<file path="config.mk">
export PLATFORM = sky130hd
export DESIGN_NAME = key_derive_digest_cmds
export DESIGN_NICKNAME = d
export VERILOG_FILES = /design/src/kdd_pkg.sv /design/src/key_derive_digest_cmds.sv
export SDC_FILE = /design/constraint.sdc
export NUM_CORES = 2
export LEC_CHECK = 0
export CAP_MARGIN = 40
export CORE_AREA = 4 4 457 459
export DETAILED_ROUTE_END_ITERATION = 6
export DIE_AREA = 0 0 461 463
export DONT_BUFFER_PORTS = 1
export GPL_TIMING_DRIVEN = 0
export PLACE_DENSITY_LB_ADDON = 0.12
export RECOVER_POWER = 50
export SYNTH_ARGS = -nofsm -noshare
export SYNTH_HDL_FRONTEND = slang
export SYNTH_SLANG_ARGS = --single-unit
</file>
<file path="constraint.sdc">
create_clock -name clk -period 6.12 [get_ports clk]
set_clock_uncertainty 0.05 [all_clocks]
set_input_delay 1.224 -clock clk [delete_from_list [all_inputs] [get_ports clk]]
set_output_delay 1.224 -clock clk [all_outputs]
set_load 0.01 [all_outputs]
</file>
<file path="src/kdd_pkg.sv">
// Shared constants for the key-derivation and digest command block.
// Assumes a 32-bit AXI4-Lite master and an external hash core and key store.
package kdd_pkg;
  localparam logic [7:0] OP_REFRESH  = 8'h1C;
  localparam logic [7:0] OP_REVISION = 8'h30;
  localparam logic [7:0] OP_MERGE    = 8'h15;

  localparam logic [7:0] ST_OK         = 8'h00;
  localparam logic [7:0] ST_MISCOMPARE = 8'h01;
  localparam logic [7:0] ST_PARSE      = 8'h03;
  localparam logic [7:0] ST_EXEC       = 8'h0F;

  localparam logic [7:0] ZONE_CONFIG = 8'h00;
  localparam logic [7:0] ZONE_OTP    = 8'h01;
  localparam logic [7:0] ZONE_DATA   = 8'h02;

  localparam logic [1:0] SRC_CONFIG    = 2'h0;
  localparam logic [1:0] SRC_OTP       = 2'h1;
  localparam logic [1:0] SRC_DATA      = 2'h2;
  localparam logic [1:0] SRC_TRANSPORT = 2'h3;

  localparam logic [15:0] SEL_TRANSPORT_MIN = 16'h8000;
  localparam logic [15:0] SEL_DATA_MAX      = 16'h000F;
  localparam logic [15:0] SEL_BLOCK_MAX     = 16'h0001;

  // Field positions inside a slot settings word, then the param1 mask and origin bit.
  localparam int SET_PARENT_LSB  = 0;
  localparam int SET_VERIFY_ONLY = 4;
  localparam int SET_LIMITED_USE = 5;
  localparam int SET_CREATE      = 12;
  localparam int SET_ENABLE      = 13;
  localparam int SET_NEED_MAC    = 15;
  localparam logic [7:0] REFRESH_P1_MASK = 8'hFB;
  localparam int ORIGIN_BIT = 2;

  localparam int NUM_SLOTS    = 16;
  localparam int NUM_LIMITED  = 8;
  localparam int NUM_DATA     = 8;
  localparam logic [5:0] DLEN_MAC   = 6'h20;
  localparam logic [5:0] DLEN_EXTRA = 6'h04;
  localparam logic [5:0] DLEN_NONE  = 6'h00;
  localparam logic [7:0] BUDGET_FULL = 8'hFF;

  localparam logic [15:0] SETTINGS_RST = 16'h0000;
  localparam logic [7:0]  BUDGET_RST   = 8'h00;
  localparam logic [7:0]  COUNT_RST    = 8'h00;

  localparam logic [7:0] ADDR_CMD      = 8'h00;
  localparam logic [7:0] ADDR_CTRL     = 8'h04;
  localparam logic [7:0] ADDR_STATUS   = 8'h08;
  localparam logic [7:0] ADDR_RESULT   = 8'h0C;
  localparam logic [7:0] ADDR_DLEN     = 8'h10;
  localparam logic [7:0] ADDR_DATA     = 8'h20;
  localparam logic [7:0] ADDR_SETTINGS = 8'h40;
  localparam logic [7:0] ADDR_COUNT    = 8'h80;

  localparam logic [1:0] RESP_OKAY   = 2'h0;
  localparam logic [1:0] RESP_SLVERR = 2'h2;

  typedef enum logic [4:0] {
    S_IDLE  = 5'h01,
    S_CHECK = 5'h02,
    S_MAC   = 5'h04,
    S_COUNT = 5'h08,
    S_HASH  = 5'h10
  } state_e;
endpackage

</file>
<file path="src/key_derive_digest_cmds.sv">
// Command interpreter for slot key refresh, revision query and digest merge.
// Assumes an external hash core that frames the message (serial bytes,
// zero padding) and an external key store that takes the written digest.
// Functional notes
// - Refresh fails unless destination enable bit set
// - Create bit picks ancestor, else destination
// - Param1 bit2 must match origin; others zero
// - Need-MAC bit demands verified 32-byte MAC
// - Limited ancestor with zero budget fails
// - Ancestor budget ignored without create/MAC bits
// - Low slots: budget full, counter wraps
// - Failed refresh leaves budget and counter alone
// - Hash source key, header, scratch into destination
// - Successful refresh returns status zero
// - Revision query: zero params, four-byte word
// - Merge fails when scratch not valid
// - Merge zone selects config, OTP or data
// - Data zone low selector sets from-slot
// - Merge result never readable by software
// - Merge sets valid; next command clears
// - Selector below 0x8000 picks data slot
// - Merge on unlocked config zone fails
// - Verify-only key uses four extra bytes
// - Verify-only hash replaces header with extras
// - Successful merge returns status zero
`timescale 1ns/1ps
`default_nettype none
module key_derive_digest_cmds #(
  parameter logic [31:0] REVISION_WORD = 32'h0000_0001 // Arbitrary value.
) (
  input  wire logic          clk, // 50 MHz clock
  input  wire logic          rst_n, // Async reset
  input  wire logic [7:0]    awaddr, // Write address
  input  wire logic          awvalid, // Write address valid
  output logic               awready, // Write address ready
  input  wire logic [31:0]   wdata, // Write data
  input  wire logic [3:0]    wstrb, // Write strobes
  input  wire logic          wvalid, // Write data valid
  output logic               wready, // Write data ready
  output logic [1:0]         bresp, // Write response
  output logic               bvalid, // Write response valid
  input  wire logic          bready, // Write response ready
  input  wire logic [7:0]    araddr, // Read address
  input  wire logic          arvalid, // Read address valid
  output logic               arready, // Read address ready
  output logic [31:0]        rdata, // Read data
  output logic [1:0]         rresp, // Read response
  output logic               rvalid, // Read data valid
  input  wire logic          rready, // Read data ready
  input  wire logic          config_locked, // Config zone locked
  input  wire logic          scratch_load, // Nonce load pulse
  input  wire logic [255:0]  scratch_load_value, // Nonce value
  input  wire logic          scratch_load_origin, // Nonce origin bit
  output logic               sha_start, // Hash start pulse
  output logic [1:0]         sha_src_zone, // Key source zone
  output logic [15:0]        sha_src_index, // Key source index
  output logic [31:0]        sha_hdr, // Header or extra bytes
  output logic               sha_with_scratch, // Append scratch value
  output logic [255:0]       sha_scratch, // Scratch value
  input  wire logic          sha_done, // Hash done pulse
  input  wire logic [255:0]  sha_digest, // Hash result
  output logic               key_wr, // Key write pulse
  output logic [3:0]         key_wr_slot, // Key write slot
  output logic [255:0]       key_wr_data // Key write value
);
  import kdd_pkg::*;

  state_e      state;
  logic [31:0] cmd_word;
  logic [5:0]  dlen;
  logic [31:0] data_word [NUM_DATA];
  logic [15:0] settings [NUM_SLOTS];
  logic [7:0]  budget [NUM_LIMITED];
  logic [7:0]  rcount [NUM_LIMITED];
  logic [7:0]  status;
  logic [31:0] result;
  logic        done;
  logic        scratch_valid_bit;
  logic        scratch_origin_bit;
  logic        scratch_from_slot_bit;
  logic [3:0]  scratch_slot_index;
  logic        valid_at_start;
  logic        aw_full;
  logic        w_full;
  logic [7:0]  aw_addr;
  logic [31:0] w_data;
  logic [3:0]  w_strb;

  function automatic logic in_block(input logic [7:0] a,
                                    input logic [7:0] base,
                                    input int         n);
    return a[1:0] == 2'h0 && a >= base && a < base + 8'(4 * n);
  endfunction

  function automatic logic mapped(input logic [7:0] a);
    return a == ADDR_CMD || a == ADDR_CTRL || a == ADDR_STATUS ||
           a == ADDR_RESULT || a == ADDR_DLEN ||
           in_block(a, ADDR_DATA, NUM_DATA) ||
           in_block(a, ADDR_SETTINGS, NUM_SLOTS) ||
           in_block(a, ADDR_COUNT, NUM_LIMITED);
  endfunction

  function automatic logic [31:0] merge(input logic [31:0] old,
                                        input logic [31:0] nw,
                                        input logic [3:0]  be);
    logic [31:0] m;
    m = {{8{be[3]}}, {8{be[2]}}, {8{be[1]}}, {8{be[0]}}};
    return (old & ~m) | (nw & m);
  endfunction

  // Command fields and the settings that steer them.
  logic [7:0]  opcode;
  logic [7:0]  param1;
  logic [15:0] param2;
  logic [3:0]  dst;
  logic [15:0] dset;
  logic [3:0]  anc;
  logic        busy;
  logic        do_write;
  logic        go;
  logic [255:0] mac_value;
  logic [7:0]  chk;
  logic        verify_only;
  logic [1:0]  merge_zone;
  logic [15:0] merge_index;

  assign opcode   = cmd_word[7:0];
  assign param1   = cmd_word[15:8];
  assign param2   = cmd_word[31:16];
  assign dst      = param2[3:0];
  assign dset     = settings[dst];
  assign anc      = dset[SET_PARENT_LSB +: 4];
  assign busy     = state != S_IDLE;
  assign do_write = aw_full && w_full && !bvalid;
  assign go       = do_write && aw_addr == ADDR_CTRL && w_strb[0] &&
                    w_data[0] && !busy;

  always_comb begin
    for (int i = 0; i < NUM_DATA; i++) begin
      mac_value[32*i +: 32] = data_word[i];
    end
  end

  // Source selection for the merge; the full selector still enters
  // the header below, except for a verify-only data slot.
  always_comb begin
    verify_only = 1'b0;
    merge_index = param2;
    if (param1 == ZONE_CONFIG) begin
      merge_zone = SRC_CONFIG;
    end else if (param1 == ZONE_OTP) begin
      merge_zone = SRC_OTP;
    end else if (param2 >= SEL_TRANSPORT_MIN) begin
      merge_zone = SRC_TRANSPORT;
    end else begin
      merge_zone  = SRC_DATA;
      merge_index = {12'h000, param2[3:0]};
      verify_only = settings[param2[3:0]][SET_VERIFY_ONLY];
    end
  end

  // Parse and precondition checks, evaluated one cycle after start.
  always_comb begin
    chk = ST_OK;
    case (opcode)
      OP_REFRESH: begin
        if ((param1 & REFRESH_P1_MASK) != 8'h00 ||
            param2 > SEL_DATA_MAX) begin
          chk = ST_PARSE;
        end else if (dlen != (dset[SET_NEED_MAC] ? DLEN_MAC : DLEN_NONE)) begin
          chk = ST_PARSE;
        end else if (!dset[SET_ENABLE]) begin
          chk = ST_EXEC;
        end else if (param1[ORIGIN_BIT] != scratch_origin_bit ||
                     !valid_at_start) begin
          chk = ST_EXEC;
        end else if ((dset[SET_CREATE] || dset[SET_NEED_MAC]) &&
                     anc < 4'(NUM_LIMITED) &&
                     settings[anc][SET_LIMITED_USE] &&
                     budget[anc[2:0]] == 8'h00) begin
          // Only the ancestor budget is consulted here.
          chk = ST_EXEC;
        end
      end
      OP_REVISION: begin
        if (param1 != 8'h00 || param2 != 16'h0000 || dlen != DLEN_NONE) begin
          chk = ST_PARSE;
        end
      end
      OP_MERGE: begin
        if (param1 > ZONE_DATA) begin
          chk = ST_PARSE;
        end else if (!valid_at_start) begin
          chk = ST_EXEC;
        end else if (param1 == ZONE_CONFIG && !config_locked) begin
          chk = ST_EXEC;
        end else if (param1 != ZONE_DATA && param2 > SEL_BLOCK_MAX) begin
          chk = ST_PARSE;
        end else if (verify_only && param1 == ZONE_DATA &&
                     dlen != DLEN_EXTRA) begin
          chk = ST_PARSE;
        end
      end
      default: chk = ST_PARSE;
    endcase
  end

  // Write channel: address and data are taken in either order.
  always_ff @(posedge clk or negedge rst_n) begin
    if (!rst_n) begin
      awready <= 1'b0;
      wready  <= 1'b0;
      aw_full <= 1'b0;
      w_full  <= 1'b0;
      aw_addr <= 8'h00;
      w_data  <= 32'h0000_0000;
      w_strb  <= 4'h0;
      bvalid  <= 1'b0;
      bresp   <= RESP_OKAY;
    end else begin
      if (awvalid && awready) begin
        aw_addr <= awaddr;
        aw_full <= 1'b1;
        awready <= 1'b0;
      end else if (!aw_full && !bvalid) begin
        awready <= 1'b1;
      end
      if (wvalid && wready) begin
        w_data <= wdata;
        w_strb <= wstrb;
        w_full <= 1'b1;
        wready <= 1'b0;
      end else if (!w_full && !bvalid) begin
        wready <= 1'b1;
      end
      if (do_write) begin
        aw_full <= 1'b0;
        w_full  <= 1'b0;
        bvalid  <= 1'b1;
        bresp   <= mapped(aw_addr) ? RESP_OKAY : RESP_SLVERR;
      end else if (bvalid && bready) begin
        bvalid <= 1'b0;
      end
    end
  end

  // Read channel. The scratch value has no address at all.
  always_ff @(posedge clk or negedge rst_n) begin
    if (!rst_n) begin
      arready <= 1'b0;
      rvalid  <= 1'b0;
      rdata   <= 32'h0000_0000;
      rresp   <= RESP_OKAY;
    end else if (arvalid && arready) begin
      arready <= 1'b0;
      rvalid  <= 1'b1;
      rresp   <= mapped(araddr) ? RESP_OKAY : RESP_SLVERR;
      rdata   <= 32'h0000_0000;
      if (araddr == ADDR_CMD) begin
        rdata <= cmd_word;
      end else if (araddr == ADDR_CTRL || araddr == ADDR_STATUS) begin
        rdata <= {20'h00000, scratch_valid_bit, done, busy, 1'b0, status};
      end else if (araddr == ADDR_RESULT) begin
        rdata <= result;
      end else if (araddr == ADDR_DLEN) begin
        rdata <= {26'h0000000, dlen};
      end else if (in_block(araddr, ADDR_DATA, NUM_DATA)) begin
        rdata <= data_word[araddr[4:2]];
      end else if (in_block(araddr, ADDR_SETTINGS, NUM_SLOTS)) begin
        rdata <= {16'h0000, settings[araddr[5:2]]};
      end else if (in_block(araddr, ADDR_COUNT, NUM_LIMITED)) begin
        rdata <= {16'h0000, rcount[araddr[4:2]], budget[araddr[4:2]]};
      end
    end else if (rvalid && rready) begin
      rvalid  <= 1'b0;
      arready <= 1'b1;
    end else if (!rvalid) begin
      arready <= 1'b1;
    end
  end

  // Software-written command registers; frozen while a command runs.
  always_ff @(posedge clk or negedge rst_n) begin
    if (!rst_n) begin
      cmd_word <= 32'h0000_0000;
      dlen     <= DLEN_NONE;
      for (int i = 0; i < NUM_DATA; i++) begin
        data_word[i] <= 32'h0000_0000;
      end
      for (int i = 0; i < NUM_SLOTS; i++) begin
        settings[i] <= SETTINGS_RST;
      end
    end else if (do_write && !busy) begin
      if (aw_addr == ADDR_CMD) begin
        cmd_word <= merge(cmd_word, w_data, w_strb);
      end
      if (aw_addr == ADDR_DLEN && w_strb[0]) begin
        dlen <= w_data[5:0];
      end
      if (in_block(aw_addr, ADDR_DATA, NUM_DATA)) begin
        data_word[aw_addr[4:2]] <= merge(data_word[aw_addr[4:2]], w_data,
                                         w_strb);
      end
      if (in_block(aw_addr, ADDR_SETTINGS, NUM_SLOTS)) begin
        settings[aw_addr[5:2]] <= 16'(merge({16'h0000,
          settings[aw_addr[5:2]]}, w_data, {2'b00, w_strb[1:0]}));
      end
    end
  end

  // Budget and rewrite counters. Only the count state and idle software writes touch them;
  // every failure path bypasses the count state.
  genvar g;
  generate
    for (g = 0; g < NUM_LIMITED; g++) begin : g_count
      always_ff @(posedge clk or negedge rst_n) begin
        if (!rst_n) begin
          budget[g] <= BUDGET_RST;
          rcount[g] <= COUNT_RST;
        end else if (state == S_COUNT && dst == 4'(g)) begin
          budget[g] <= BUDGET_FULL;
          rcount[g] <= rcount[g] + 8'h01;
        end else if (do_write && !busy &&
                     aw_addr == ADDR_COUNT + 8'(4 * g)) begin
          if (w_strb[0]) begin
            budget[g] <= w_data[7:0];
          end
          if (w_strb[1]) begin
            rcount[g] <= w_data[15:8];
          end
        end
      end
    end
  endgenerate

  // Command sequencing, hash requests and scratch state.
  always_ff @(posedge clk or negedge rst_n) begin
    if (!rst_n) begin
      state <= S_IDLE;
      status <= ST_OK;
      result <= 32'h0000_0000;
      done <= 1'b0;
      valid_at_start <= 1'b0;
      scratch_valid_bit <= 1'b0;
      scratch_origin_bit <= 1'b0;
      scratch_from_slot_bit <= 1'b0;
      scratch_slot_index <= 4'h0;
      sha_scratch <= '0;
      sha_start <= 1'b0;
      sha_src_zone <= SRC_CONFIG;
      sha_src_index <= 16'h0000;
      sha_hdr <= 32'h0000_0000;
      sha_with_scratch <= 1'b0;
      key_wr <= 1'b0;
      key_wr_slot <= 4'h0;
      key_wr_data <= '0;
    end else begin
      sha_start <= 1'b0;
      key_wr    <= 1'b0;
      case (state)
        S_IDLE: begin
          if (go) begin
            valid_at_start    <= scratch_valid_bit;
            scratch_valid_bit <= 1'b0;
            done              <= 1'b0;
            state             <= S_CHECK;
          end else if (scratch_load) begin
            sha_scratch        <= scratch_load_value;
            scratch_origin_bit <= scratch_load_origin;
            scratch_valid_bit  <= 1'b1;
          end
        end
        S_CHECK: begin
          sha_hdr <= {param2[15:8], param2[7:0], param1, opcode};
          if (chk != ST_OK || opcode == OP_REVISION) begin
            status <= chk;
            result <= (chk != ST_OK) ? {24'h000000, chk} :
                      REVISION_WORD;
            done   <= 1'b1;
            state  <= S_IDLE;
          end else if (opcode == OP_REFRESH) begin
            if (dset[SET_NEED_MAC]) begin
              // MAC over ancestor key and header, no scratch.
              sha_src_zone     <= SRC_DATA;
              sha_src_index    <= {12'h000, anc};
              sha_with_scratch <= 1'b0;
              sha_start        <= 1'b1;
              state            <= S_MAC;
            end else begin
              state <= S_COUNT;
            end
          end else begin
            sha_src_zone     <= merge_zone;
            sha_src_index    <= merge_index;
            sha_with_scratch <= 1'b1;
            sha_start        <= 1'b1;
            if (verify_only && param1 == ZONE_DATA) begin
              sha_hdr <= data_word[0];
            end
            state <= S_HASH;
          end
        end
        S_MAC: begin
          if (sha_done) begin
            if (sha_digest == mac_value) begin
              state <= S_COUNT;
            end else begin
              status <= ST_MISCOMPARE;
              result <= {24'h000000, ST_MISCOMPARE};
              done   <= 1'b1;
              state  <= S_IDLE;
            end
          end
        end
        S_COUNT: begin
          // Source is the ancestor for create, the destination for roll.
          sha_src_zone     <= SRC_DATA;
          sha_src_index    <= {12'h000, dset[SET_CREATE] ? anc : dst};
          sha_with_scratch <= 1'b1;
          sha_start        <= 1'b1;
          state            <= S_HASH;
        end
        S_HASH: begin
          if (sha_done) begin
            status <= ST_OK;
            result <= {24'h000000, ST_OK};
            done   <= 1'b1;
            state  <= S_IDLE;
            if (opcode == OP_REFRESH) begin
              key_wr      <= 1'b1;
              key_wr_slot <= dst;
              key_wr_data <= sha_digest;
            end else begin
              sha_scratch       <= sha_digest;
              scratch_valid_bit <= 1'b1;
              if (param1 == ZONE_DATA && param2 <= SEL_DATA_MAX) begin
                scratch_from_slot_bit <= 1'b1;
                scratch_slot_index    <= param2[3:0];
              end else begin
                scratch_from_slot_bit <= 1'b0;
              end
            end
          end
        end
        default: state <= S_IDLE;
      endcase
    end
  end
endmodule
`default_nettype wire

</file>
==> results.cfg <==
[clocking]
tritoncts = built
clk_pin_slew_ns = 0.06
clock-sinks = 1346
cts_buffers = 163
cts_resized = 0
cts_max_level = 4
postCtsSetupRepairBufs = 0
insertion_delay_ns = 0.83
ctsHoldBuffers = 0
cts_root_buf = clkbuf_16
clockBufferDepth = 3

[routing]
wl_per_cell_um = 45.8
firstDrtPassIters = 5
vias_per_cell = 6.24
drt_wl_total_um = 418000
drt-initial-drc-count = 7521
vias = 57008
drc = 0
antenna_left = 0

[critical_path]
r2r.worst_path.cells = 11
endpoint = rdata[7]
crit_start = araddr[2]
path_class = input pin to register
path_max_fanout = 10
start_kind = input pin
end_kind = register
r2r-end = settings[135]
crit_arrival_ns = 6.06
reg2reg_from = aw_addr[2]
reg2reg_slack_ns = 0.82
cp.required_ns = 6.73

[synth]
ys.flop_type = dfrtp_1
syn_avg_cell_area_um2 = 11.3
yosysSeqAreaShare = 0.501
synth.distinct_cells = 76
synth_top_area_share = 0.500
yosys.area.top_type = dfrtp_1
synth.most_common_cell = dfrtp_1
synthTopCellsByArea = dfrtp_1, mux4_2, mux2_2, nand2_1, nor2_1
ys_seq_elements = 1346
async_flop_share = 1.00
synth-edff-count = 0
syn_area_um2 = 67300
yosys_warnings = 0
synth.top_cells.by_count = dfrtp_1, nand2_1, mux2_2, nor2_1, mux4_2
postSynthCellCount = 5935

[grt]
first_global_vias = 53840
grt-ovfl-total = 0
gr-usage-all-layers = 0.384
grt_pass1_wl_um = 544000
antenna_found_initial = 110
grt_max_degree = 272

[power]
power_leakage_nw = 33.9
switching_share = 0.371
irDropWorstVdd_v = 0.000326
seqPwrFrac = 0.407
p_clk_frac = 0.341
finalPower_mw = 29.2
power_frac_comb = 0.252
internal-power_mw = 18.4
power_density_nw_per_um2 = 375
switching_power_mw = 10.9

[sta]
max_freq_mhz = 183
fin_crit_ns = 5.45
finalHoldViolCount = 0
setup_viol = 0
slew_violations = 371
slew_headroom = -2.13
worst_pin_slew_ns = 4.69
period_share = 0.891
grt_setup_unrepaired = false

[die]
initial_core_util = 0.329
num_io_pins = 1185
die_w_um = 461
row_count = 166
die_area_um2 = 213000
die_y_um = 463
core_area_um2 = 204000

[outcome]
status = finished, violations left
violations = capacitance limit, slew limit

[worst_hold_path]
hold_path_class = input pin to asynchronous set/reset pin

[final_layout]
final_net_count = 6822
finish.utilization = 0.382
area_growth_pct = 15.9
drive_gt1_frac = 0.221

[placed_design]
hpwl_um = 342000
io_buffer_count = 0
gp_congestion = 1.02

[run]
cap_viol_max_count = 3
-- flip-flops by register name (all words and copies together), names as in the netlist, 3 cells and up, named ones only --
name,count
key_wr_data,256
sha_scratch,256
sha_src_index,16
w_strb,4
aw_addr,8
rdata,32
dlen,6
data_word,256
state,5
budget,64
settings,256
w_data,32
sha_hdr,32
status,3
rcount,64
key_wr_slot,4
-- worst min path at each step --
| stage | start | to | slack [ns] | cells past startpoint |
|---|---|---|---|---|
| 6_report | rst_n | key_wr | 0.07 | 0 |
| 3_3_place_gp | settings[27] | settings[27] | 0.42 | 2 |
| 5_1_grt | rst_n | key_wr | 0.03 | 0 |
| 3_5_place_dp | result[2] | result[2] | 0.44 | 1 |
| 2_1_floorplan | rcount[47] | rcount[47] | 0.40 | 1 |
| 4_1_cts | rst_n | rdata[23] | 0.005 | 0 |
-- cell usage in the layout (no fill, tap or decap), drive strengths merged, types with 59 or more instances in the layout --
| cell type | synthesis | final |
|---|---|---|
| nand4 | 82 | 82 |
| clkbuf | 349 | 599 |
| dfrtp | 1345 | 1345 |
| buf | 74 | 201 |
| nor2 | 558 | 558 |
| mux4 | 352 | 352 |
| mux2i | 186 | 186 |
| xnor2 | 207 | 207 |
| nand3 | 76 | 76 |
| o21ai | 272 | 272 |
| a21oi | 224 | 224 |
| mux2 | 612 | 612 |
| diode | 0 | 77 |
| nand2 | 910 | 910 |
| inv | 54 | 59 |
| a31oi | 269 | 269 |
-- power by group through the flow --
stage	clock (mW)	combinational, mW	sequential [mW]
after CTS	10.1	7.24	11.8
after global routing	10.4	7.63	11.9
final	9.98	7.36	11.9
after detailed placement	0	7.21	12.0
after global placement	0	6.58	11.9
after floorplan	0	4.07	10.8
-- final cells by class --
class,count,area [µm²]
flip-flops and latches,1346,33700
well taps,2688,3360
clock buffers,243,4820
fillers,20320,126000
clock inverters,47,514
multi-input cells,4113,31800
inverters,54,203
repair buffers,138,1780
plain buffers,423,1660
diodes,77,193
-- worst max-delay path, cell delays in order --
cell,delay (ns)
clkbuf_1,0.20
buf_2,0.49
buf_2,0.58
buf_1,0.71
clkbuf_1,0.69
mux4_2,0.41
mux2i_1,0.64
o22ai_1,0.15
a221oi_1,0.74
o21ai_0,0.17
-- layer usage --
| metal | GRT usage | up-vias | part of all wire | wire length, µm |
|---|---|---|---|---|
| met5 | 0 | - | 0.00095 | 397 |
| met1 | 0.468 | 30369 | 0.37 | 156000 |
| met4 | 0.258 | 58 | 0.075 | 31500 |
| met2 | 0.566 | 3578 | 0.44 | 185000 |
| met3 | 0.142 | 875 | 0.11 | 44900 |
| li1 | - | 22128 | - | - |
-- metrics by stage --
step	hold WS (ns)	cells	cell area [µm²]	TNS [ns]	setup WS (ns)
global placement	0.425	8624	70600	-4.15	-0.919
floorplan	0.403	5936	67300	0	2.18
finish	0.0731	9129	78000	0	0.666
detailed placement	0.435	8757	72400	-0.297	-0.207
CTS	0.00549	9047	77800	0	0.680
global route	0.0313	9089	77900	0	0.417
-- kinds of logic after synthesis --
| kind of cell | after synthesis | share of synthesized area |
|---|---|---|
| and+or+nand+nor | 1811 | 0.113 |
| muxes | 1150 | 0.248 |
| xor gates and xnor gates | 223 | 0.0290 |
| buffers and inverters | 477 | 0.0276 |
| other | 1 | 0.0000557 |
| DFF | 1346 | 0.501 |
| adders and majority gates | 8 | 0.00149 |
| AOI/OAI and AO/OA | 919 | 0.0802 |
(Power assumes the default switching activity.)
